**src/sync_update_pkg.sv**
```systemverilog
// Purpose: Shared constants and types for the sync / power / update register block
// Assumes: Wishbone classic slave with 32-bit data, 4-byte word per register
// Notes:   Register byte address is four times the register index

`default_nettype none

package sync_update_pkg;

    // ----------------------------------------------------------------
    // Bus geometry
    // ----------------------------------------------------------------
    localparam int ADR_W = 12;
    localparam int DAT_W = 32;
    localparam int SEL_W = 4;
    localparam int REG_W = 8;
    localparam int IDX_W = 10;

    // ----------------------------------------------------------------
    // Register indices (byte address = index * 4)
    // ----------------------------------------------------------------
    localparam logic [IDX_W-1:0] IDX_SYSTEM = 10'h230;
    localparam logic [IDX_W-1:0] IDX_UPDATE = 10'h232;
    localparam logic [IDX_W-1:0] IDX_STATUS = 10'h234;

    // ----------------------------------------------------------------
    // Field positions and reset values
    // ----------------------------------------------------------------
    localparam int BIT_PD_SYNC     = 2;
    localparam int BIT_PD_DIST_REF = 1;
    localparam int BIT_SOFT_SYNC   = 0;
    localparam int BIT_UPDATE      = 0;
    localparam int BIT_STAT_HOLD   = 3;
    localparam int BIT_STAT_PIN    = 4;
    localparam int BIT_STAT_ACT_HI = 2;

    localparam logic [REG_W-1:0] SYSTEM_RESET = 8'h00;
    localparam logic [REG_W-1:0] SYSTEM_MASK  = 8'h07;
    localparam logic [DAT_W-1:0] DATA_ZERO    = 32'h0000_0000;

    // ----------------------------------------------------------------
    // Buffered register bank
    // ----------------------------------------------------------------
    localparam int NUM_SHADOW = 1;
    localparam int SHADOW_W   = 1;
    localparam logic [SHADOW_W-1:0] SHADOW_SYSTEM = 1'h0;

    typedef logic [NUM_SHADOW-1:0][REG_W-1:0] shadow_bank_t;

    typedef enum logic [1:0]
    {
        SYNC_RUN  = 2'b01,
        SYNC_HOLD = 2'b10
    } sync_state_t;

    // Word index from a byte address
    function automatic logic [IDX_W-1:0] reg_index(input logic [ADR_W-1:0] adr);
        reg_index = adr[ADR_W-1:2];
    endfunction

endpackage

`default_nettype wire

```
**src/shadow_if.sv**
```systemverilog
// Purpose: Carrier between register front end and buffered register bank
// Assumes: Single clock, all strobes one cycle wide
// Notes:   ctrl drives writes and update, bank returns buffer and active images

`default_nettype none

interface shadow_if;
    import sync_update_pkg::*;

    logic                  wr;
    logic [SHADOW_W-1:0]   idx;
    logic [REG_W-1:0]      wdata;
    logic                  update;
    shadow_bank_t          buffer;
    shadow_bank_t          active;

    modport ctrl (output wr, output idx, output wdata, output update, input buffer, input active);
    modport bank (input wr, input idx, input wdata, input update, output buffer, output active);
endinterface

`default_nettype wire

```
**src/shadow_bank.sv**
```systemverilog
// Purpose: Buffer and active copies of every buffered configuration register
// Assumes: Write and update are one-cycle strobes from the register front end
// Notes:   Both images come straight from flip-flops

`default_nettype none

module shadow_bank
    import sync_update_pkg::*;
(
    input  wire logic clk,      // System clock
    input  wire logic reset_n,  // Async reset, active low
    shadow_if.bank    sh        // Write / update / image carrier
);
    shadow_bank_t buffer_q;
    shadow_bank_t buffer_d;
    shadow_bank_t active_q;
    shadow_bank_t active_d;

    always_comb
    begin
        buffer_d = buffer_q;
        active_d = active_q;
        if (sh.wr)
        begin
            buffer_d[sh.idx] = sh.wdata & SYSTEM_MASK;
        end
        // One step for all entries; a write in the same cycle lands next update
        if (sh.update)
        begin
            active_d = buffer_q;  // [RL8]
        end
    end

    always_ff @(posedge clk or negedge reset_n)
    begin
        if (!reset_n)
        begin
            buffer_q <= {NUM_SHADOW{SYSTEM_RESET}};
            active_q <= {NUM_SHADOW{SYSTEM_RESET}};
        end
        else
        begin
            buffer_q <= buffer_d;
            active_q <= active_d;
        end
    end

    assign sh.buffer = buffer_q;
    assign sh.active = active_q;
endmodule

`default_nettype wire

```
**src/sync_power_update_control.sv**
```systemverilog
// Purpose: System control bits: sync power-down, distribution reference
//          power-down, soft sync and the update-all strobe
// Assumes: Wishbone classic slave; sync pin is synchronous to clk
// Notes:   Control outputs follow the active image, never the buffer
//
// Local design decision: the Wishbone register port.

`default_nettype none

// Function
// [RL1] Active bit 2 of system register powers down sync circuitry; zero runs normally.
// [RL2] Active bit 1 powers down distribution reference; zero runs normally.
// [RL3] Soft sync bit behaves as the sync pin with inverted polarity.
// [RL4] While soft sync is one, selected channels are held in static state.
// [RL5] A one-to-zero change of soft sync starts a channel synchronization.
// [RL6] Writing one to bit 0 of the update register copies buffers to active.
// [RL7] Update bit clears itself; software never writes it back to zero.
// [RL8] Buffered writes have no effect until update; all copy in one step.
module sync_power_update_control
    import sync_update_pkg::*;
(
    input  wire logic                clk,          // System clock, 50 MHz
    input  wire logic                reset_n,      // Async reset, active low
    input  wire logic                wb_cyc_i,     // Bus cycle
    input  wire logic                wb_stb_i,     // Bus strobe
    input  wire logic                wb_we_i,      // Write enable
    input  wire logic [ADR_W-1:0]    wb_adr_i,     // Byte address
    input  wire logic [SEL_W-1:0]    wb_sel_i,     // Byte lane selects
    input  wire logic [DAT_W-1:0]    wb_dat_i,     // Write data
    output var  logic [DAT_W-1:0]    wb_dat_o,     // Read data, registered
    output var  logic                wb_ack_o,     // Acknowledge, registered
    input  wire logic                sync_n_pin,   // External sync, active low
    output var  logic                sync_pd,      // Sync circuitry power-down
    output var  logic                dist_ref_pd,  // Distribution reference power-down
    output var  logic                sync_hold,    // Hold selected channels static
    output var  logic                sync_start    // One-cycle sync trigger
);
    import sync_update_pkg::*;

    // ----------------------------------------------------------------
    // Bus front end
    // ----------------------------------------------------------------
    shadow_if sh ();

    logic             ack_q;
    logic             ack_d;
    logic [DAT_W-1:0] rdat_q;
    logic [DAT_W-1:0] rdat_d;
    logic [IDX_W-1:0] idx;
    logic             req;
    logic             wr_now;
    logic [REG_W-1:0] sys_buf;
    logic [REG_W-1:0] sys_act;
    sync_state_t      state_q;
    sync_state_t      state_d;
    logic             start_q;
    logic             start_d;

    assign idx     = reg_index(wb_adr_i);
    assign req     = wb_cyc_i & wb_stb_i;
    // Write lands on the edge where the master sees ack
    assign wr_now  = req & wb_we_i & ack_q & wb_sel_i[0];
    assign sys_buf = sh.buffer[SHADOW_SYSTEM];
    assign sys_act = sh.active[SHADOW_SYSTEM];

    // ----------------------------------------------------------------
    // Address decode
    // ----------------------------------------------------------------
    logic hit_system;
    logic hit_update;

    // Address bits 1:0 are ignored, so any byte of a word selects it
    assign hit_system = (idx == IDX_SYSTEM);
    assign hit_update = (idx == IDX_UPDATE);

    // ----------------------------------------------------------------
    // Status image
    // ----------------------------------------------------------------
    logic [REG_W-1:0] status_img;

    // Live view of what the outputs follow, unlike the buffered read
    always_comb
    begin
        status_img                    = '0;
        status_img[BIT_STAT_ACT_HI:0] = sys_act[BIT_STAT_ACT_HI:0];
        status_img[BIT_STAT_HOLD]     = (state_q == SYNC_HOLD);
        status_img[BIT_STAT_PIN]      = sync_n_pin;
    end

    // ----------------------------------------------------------------
    // Bank access
    // ----------------------------------------------------------------
    assign sh.wr     = wr_now & hit_system;
    assign sh.idx    = SHADOW_SYSTEM;
    assign sh.wdata  = wb_dat_i[REG_W-1:0];
    // Strobe lasts one cycle and is not stored; the update register always reads back as zero
    assign sh.update = wr_now & hit_update & wb_dat_i[BIT_UPDATE];  // [RL6] [RL7]

    always_comb
    begin
        // One wait state per access; ack falls after one cycle even if stb stays
        ack_d  = req & ~ack_q;
        rdat_d = rdat_q;
        if (req & ~ack_q)
        begin
            rdat_d = DATA_ZERO;
            unique case (idx)
                IDX_SYSTEM:
                begin
                    rdat_d[REG_W-1:0] = sys_buf;
                end
                IDX_STATUS:
                begin
                    rdat_d[REG_W-1:0] = status_img;
                end
                default:
                begin
                    // Update register and unmapped words read zero
                    rdat_d = DATA_ZERO;
                end
            endcase
        end
    end

    always_ff @(posedge clk or negedge reset_n)
    begin
        if (!reset_n)
        begin
            ack_q  <= 1'b0;
            rdat_q <= DATA_ZERO;
        end
        else
        begin
            ack_q  <= ack_d;
            rdat_q <= rdat_d;
        end
    end

    // ----------------------------------------------------------------
    // Bus outputs
    // ----------------------------------------------------------------
    // Both come straight from flip-flops
    assign wb_ack_o = ack_q;
    assign wb_dat_o = rdat_q;

    // ----------------------------------------------------------------
    // Buffered / active register bank
    // ----------------------------------------------------------------
    // Holds buffer and active copies; only the system register is buffered
    shadow_bank u_bank
    (
        .clk     (clk),
        .reset_n (reset_n),
        .sh      (sh.bank)
    );

    // ----------------------------------------------------------------
    // Power-down outputs
    // ----------------------------------------------------------------
    // Taken from the active image so buffered writes change nothing yet
    assign sync_pd     = sys_act[BIT_PD_SYNC];      // [RL1]
    assign dist_ref_pd = sys_act[BIT_PD_DIST_REF];  // [RL2]

    // ----------------------------------------------------------------
    // Sync sequencer
    // ----------------------------------------------------------------
    logic sync_low;

    // Pin is taken as synchronous to clk; an async source needs a synchroniser
    // Soft sync one is the pin held low; either source asserts sync
    assign sync_low = ~sync_n_pin | sys_act[BIT_SOFT_SYNC];  // [RL3]

    always_comb
    begin
        state_d = state_q;
        start_d = 1'b0;
        // Powered-down sync logic neither holds nor triggers
        if (sys_act[BIT_PD_SYNC])  // [RL1]
        begin
            state_d = SYNC_RUN;
        end
        else
        begin
            unique case (state_q)
                SYNC_RUN:
                begin
                    if (sync_low)
                    begin
                        state_d = SYNC_HOLD;  // [RL4]
                    end
                end
                SYNC_HOLD:
                begin
                    if (!sync_low)
                    begin
                        state_d = SYNC_RUN;
                        start_d = 1'b1;  // [RL5]
                    end
                end
                default:
                begin
                    // Illegal one-hot code falls back to run
                    state_d = SYNC_RUN;
                end
            endcase
        end
    end

    always_ff @(posedge clk or negedge reset_n)
    begin
        if (!reset_n)
        begin
            state_q <= SYNC_RUN;
            start_q <= 1'b0;
        end
        else
        begin
            state_q <= state_d;
            start_q <= start_d;
        end
    end

    assign sync_hold  = (state_q == SYNC_HOLD);  // [RL4]
    assign sync_start = start_q;

endmodule

`default_nettype wire

```
**config.mk**
```make
export PLATFORM = sky130hd
export DESIGN_NAME = sync_power_update_control
export DESIGN_NICKNAME = d
export VERILOG_FILES = /design/src/sync_update_pkg.sv /design/src/shadow_if.sv /design/src/shadow_bank.sv /design/src/sync_power_update_control.sv
export SDC_FILE = /design/constraint.sdc
export NUM_CORES = 1
export LEC_CHECK = 0
export BUFFER_PORTS_ARGS = -buffer_cell sky130_fd_sc_hd__buf_2
export CORE_MARGIN = 2
export CORE_UTILIZATION = 32
export DETAILED_ROUTE_END_ITERATION = 7
export HOLD_SLACK_MARGIN = 0.06
export PLACE_DENSITY = 0.83
export SLEW_MARGIN = 20
export SYNTH_ARGS = -nofsm -noshare
export SYNTH_HDL_FRONTEND = slang
export SYNTH_SLANG_ARGS = --single-unit
```
**constraint.sdc**
```tcl
create_clock -name clk -period 1.4 [get_ports clk]
set_input_delay 0.07 -clock clk [delete_from_list [all_inputs] [get_ports clk]]
set_output_delay 0.07 -clock clk [all_outputs]
set_load 0.02 [all_outputs]
```
==> results.yml <==
status:
  status: "finished with violations"
  violations: "negative setup slack"
sta:
  clock.fmax_mhz: 665
  setup_viol: 6
  final_hold_viol_count: 0
  finalCritPeriodShare_pct: 107
  slew_violations: 0
  skew_ns: 0.00143
  timing.final.ws_setup_ns: -0.103
  rsz0062_at_grt: "yes"
  min_period_ns: 1.50
min_path:
  whs_path_depth: 3
  min_from: "wb_adr_i[3]"
  worstHoldEndpoint: "wb_dat_o[1]$_DFFE_PN0P_"
  hp-class: "in2reg"
clock_tree:
  h-tree-depth: 1
  cts_buffers: 3
  cts_buffer_depth: 2
  path_clk_slew_ns: 0.09
  cts_tree: "done"
  clk_latency_ns: 0.28
  cts.sinks: 15
  clockRootBuffer: "clkbuf_4"
global_routing:
  grtUsageTotal_pct: 11.6
  gr-usage-met2_pct: 22.3
  grt_pass1_wl_um: 2900
  use_met3_pct: 3.17
  grt_pass1_vias: 651
  antenna_found_initial: 0
  grt-busiest-layer: "met2"
  grt_max_degree: 16
  grt.met1_usage_pct: 12.7
  grt_overflow: 0
worst_setup_path:
  crit-reg2reg-launch: "wb_ack_o$_DFF_PN0_"
  r2r_end: "u_bank.sh.active[1]$_DFFE_PN0P_"
  endpoint_kind: "register"
  crit_path_start_kind: "register"
  rr_worst_depth: 5
  path_max_fanout: 3
  r2r_setup_slack_ns: -0.10
  criticalPathCategory: "reg2reg"
  cp.required_ns: 1.57
  critPathArrivalTime_ns: 1.68
route:
  drc: 0
  ant_nets: 0
  vias: 690
  drt_iter0_markers: 9
  vias_per_cell: 4.37
  drtPass1Iterations: 4
  wl_um: 1910
  wire_per_inst_um: 12.1
die:
  fp.dieH_um: 57.2
  die-area_mm2: 0.00327
  io_pins: 91
  row_count: 19
  start_util_pct: 33.1
  coreArea_mm2: 0.00273
  die_x_um: 57.2
yosys:
  ys_seq_area_share_pct: 41.6
  postSynthAreaPerCell_um2: 10.9
  yosys_warnings: 0
  synthDistinctLibCells: 22
  synth_area_um2: 906
  netlist_instances: 83
  ys_ff_latch: 15
layout:
  final_cells: 158
  mostFrequentLayoutCells: "buf_2 (29), conb_1 (27), dfrtp_1 (13), buf_4 (9), nand2_1 (8)"
  drive_gt1_share_pct: 44.9
  fin_nets: 182
  diodes: 0
  final_common_cell: "buf_2"
  areaGrowthSynthToFinish_pct: 29.0
power_and_ir_drop:
  power_w: 0.000976
  p_leak_nw: 0.647
  powerDensity_mw_per_mm2: 835
  peakVddDrop_mv: 0.741
placed_design:
  gp_congestion: 0.762
  dpl.hpwl_um: 1390
  dp_cells: 145
  io_buffers: 29
job:
  drv_cap: 0
[layout make-up]
type | count | area, um^2
Clock buffer | 3 | 22.5
Clock inverter | 1 | 5.00
Fill cell | 245 | 1570
Inverter | 2 | 7.51
Multi-Input combinational cell | 63 | 454
Sequential cell | 15 | 378
Tap cell | 31 | 38.8
Timing Repair Buffer | 43 | 263
[through the flow]
| stage | setup slack (ns) | util [%] | cell area (um^2) | hold slack, ns | setup TNS, ns |
|---|---|---|---|---|---|
| 6_report | -0.103 | 42.7 | 1170 | 0.139 | -0.461 |
| 3_5_place_dp | -0.162 | 37.3 | 1020 | -0.0103 | -1.08 |
| 3_3_place_gp | -0.119 | 37.3 | 1020 | -0.0251 | -0.625 |
| 5_1_grt | -0.146 | 42.7 | 1170 | 0.139 | -0.818 |
| 2_1_floorplan | -0.0541 | - | 1010 | -0.226 | -0.214 |
| 4_1_cts | -0.0456 | 40.7 | 1110 | 0.123 | -0.133 |
[Yosys cell counts]
library cell / instances / area share, %
buf_4: 27 / 22
nor2_1: 1 / 0.41
nand2_1: 8 / 3.3
nor2b_1: 2 / 1.4
or2_4: 1 / 0.97
or4b_4: 1 / 1.5
dfrtp_1: 14 / 39
conb_1: 1 / 0.41
nor4_4: 2 / 4.7
nand3b_1: 2 / 1.7
nand4bb_1: 1 / 1.2
nand4b_1: 1 / 0.97
clkbuf_1: 2 / 0.83
xnor2_1: 1 / 0.97
inv_1: 2 / 0.83
mux2_2: 5 / 6.2
mux2i_1: 3 / 3.3
nor3_1: 1 / 0.55
nand4_1: 1 / 0.69
dfstp_2: 1 / 2.9
mux2_1: 1 / 1.2
o41ai_1: 5 / 4.8
[registers in the layout, indices dropped and copies added (netlist names)]
signal            cells
sync_start            1
u_bank.sh.buffer      3
state_q               2
wb_dat_o              5
u_bank.sh.active      3
wb_ack_o              1
[routing by layer]
metal,vias up,share of wire (%)
met3,6,6.8
met4,0,2.1
met5,-,0
li1,319,-
met2,50,53
met1,315,38
[worst max-delay path by stage]
stage | depth (start not counted) | endpoint | slack, ns | startpoint
3_5_place_dp | 4 | u_bank.sh.active[0]$_DFFE_PN0P_ | -0.16 | wb_adr_i[9]
3_3_place_gp | 4 | u_bank.sh.active[2]$_DFFE_PN0P_ | -0.12 | wb_adr_i[9]
2_1_floorplan | 3 | u_bank.sh.active[0]$_DFFE_PN0P_ | -0.05 | wb_ack_o$_DFF_PN0_
6_report | 5 | u_bank.sh.active[1]$_DFFE_PN0P_ | -0.10 | wb_ack_o$_DFF_PN0_
5_1_grt | 5 | u_bank.sh.active[1]$_DFFE_PN0P_ | -0.15 | wb_ack_o$_DFF_PN0_
4_1_cts | 3 | u_bank.sh.active[0]$_DFFE_PN0P_ | -0.05 | wb_ack_o$_DFF_PN0_
[power by group]
part	leakage, nW	internal [W]	switching [W]	total (W)
Combinational	0.427	0.0000841	0.000152	0.000237
Sequential	0.202	0.000472	0.0000168	0.000489
Clock	0.0177	0.000106	0.000144	0.000250
Total	0.647	0.000663	0.000313	0.000976
[cells by family (layout without fill, tap and decap cells)]
logic type,after synthesis,in the layout,share of synthesized area [%]
buffers and inverters,31,49,24.0
and+or+nand+nor,21,21,17.4
DFF,15,15,41.6
muxes,9,9,10.8
AOI/OAI and AO/OA,5,5,4.83
other,1,27,0.414
xor gates and xnor gates,1,1,0.967
[critical path: stages, from the launching register on]
cell,delay [ns]
dfrtp_2,0.38
nand4b_1,0.13
buf_4,0.17
nor4_4,0.23
buf_4,0.18
mux2_4,0.30
[timing repair]
action,CTS,global route
buffers inserted,0,4
hold buffers,5,0
pin swaps,2,3
cloned,0,0
gates resized for setup,2,6
hold endpoints to repair,19,0
endpoints found under the setup margin,7,10
(Power assumes the default switching activity.)
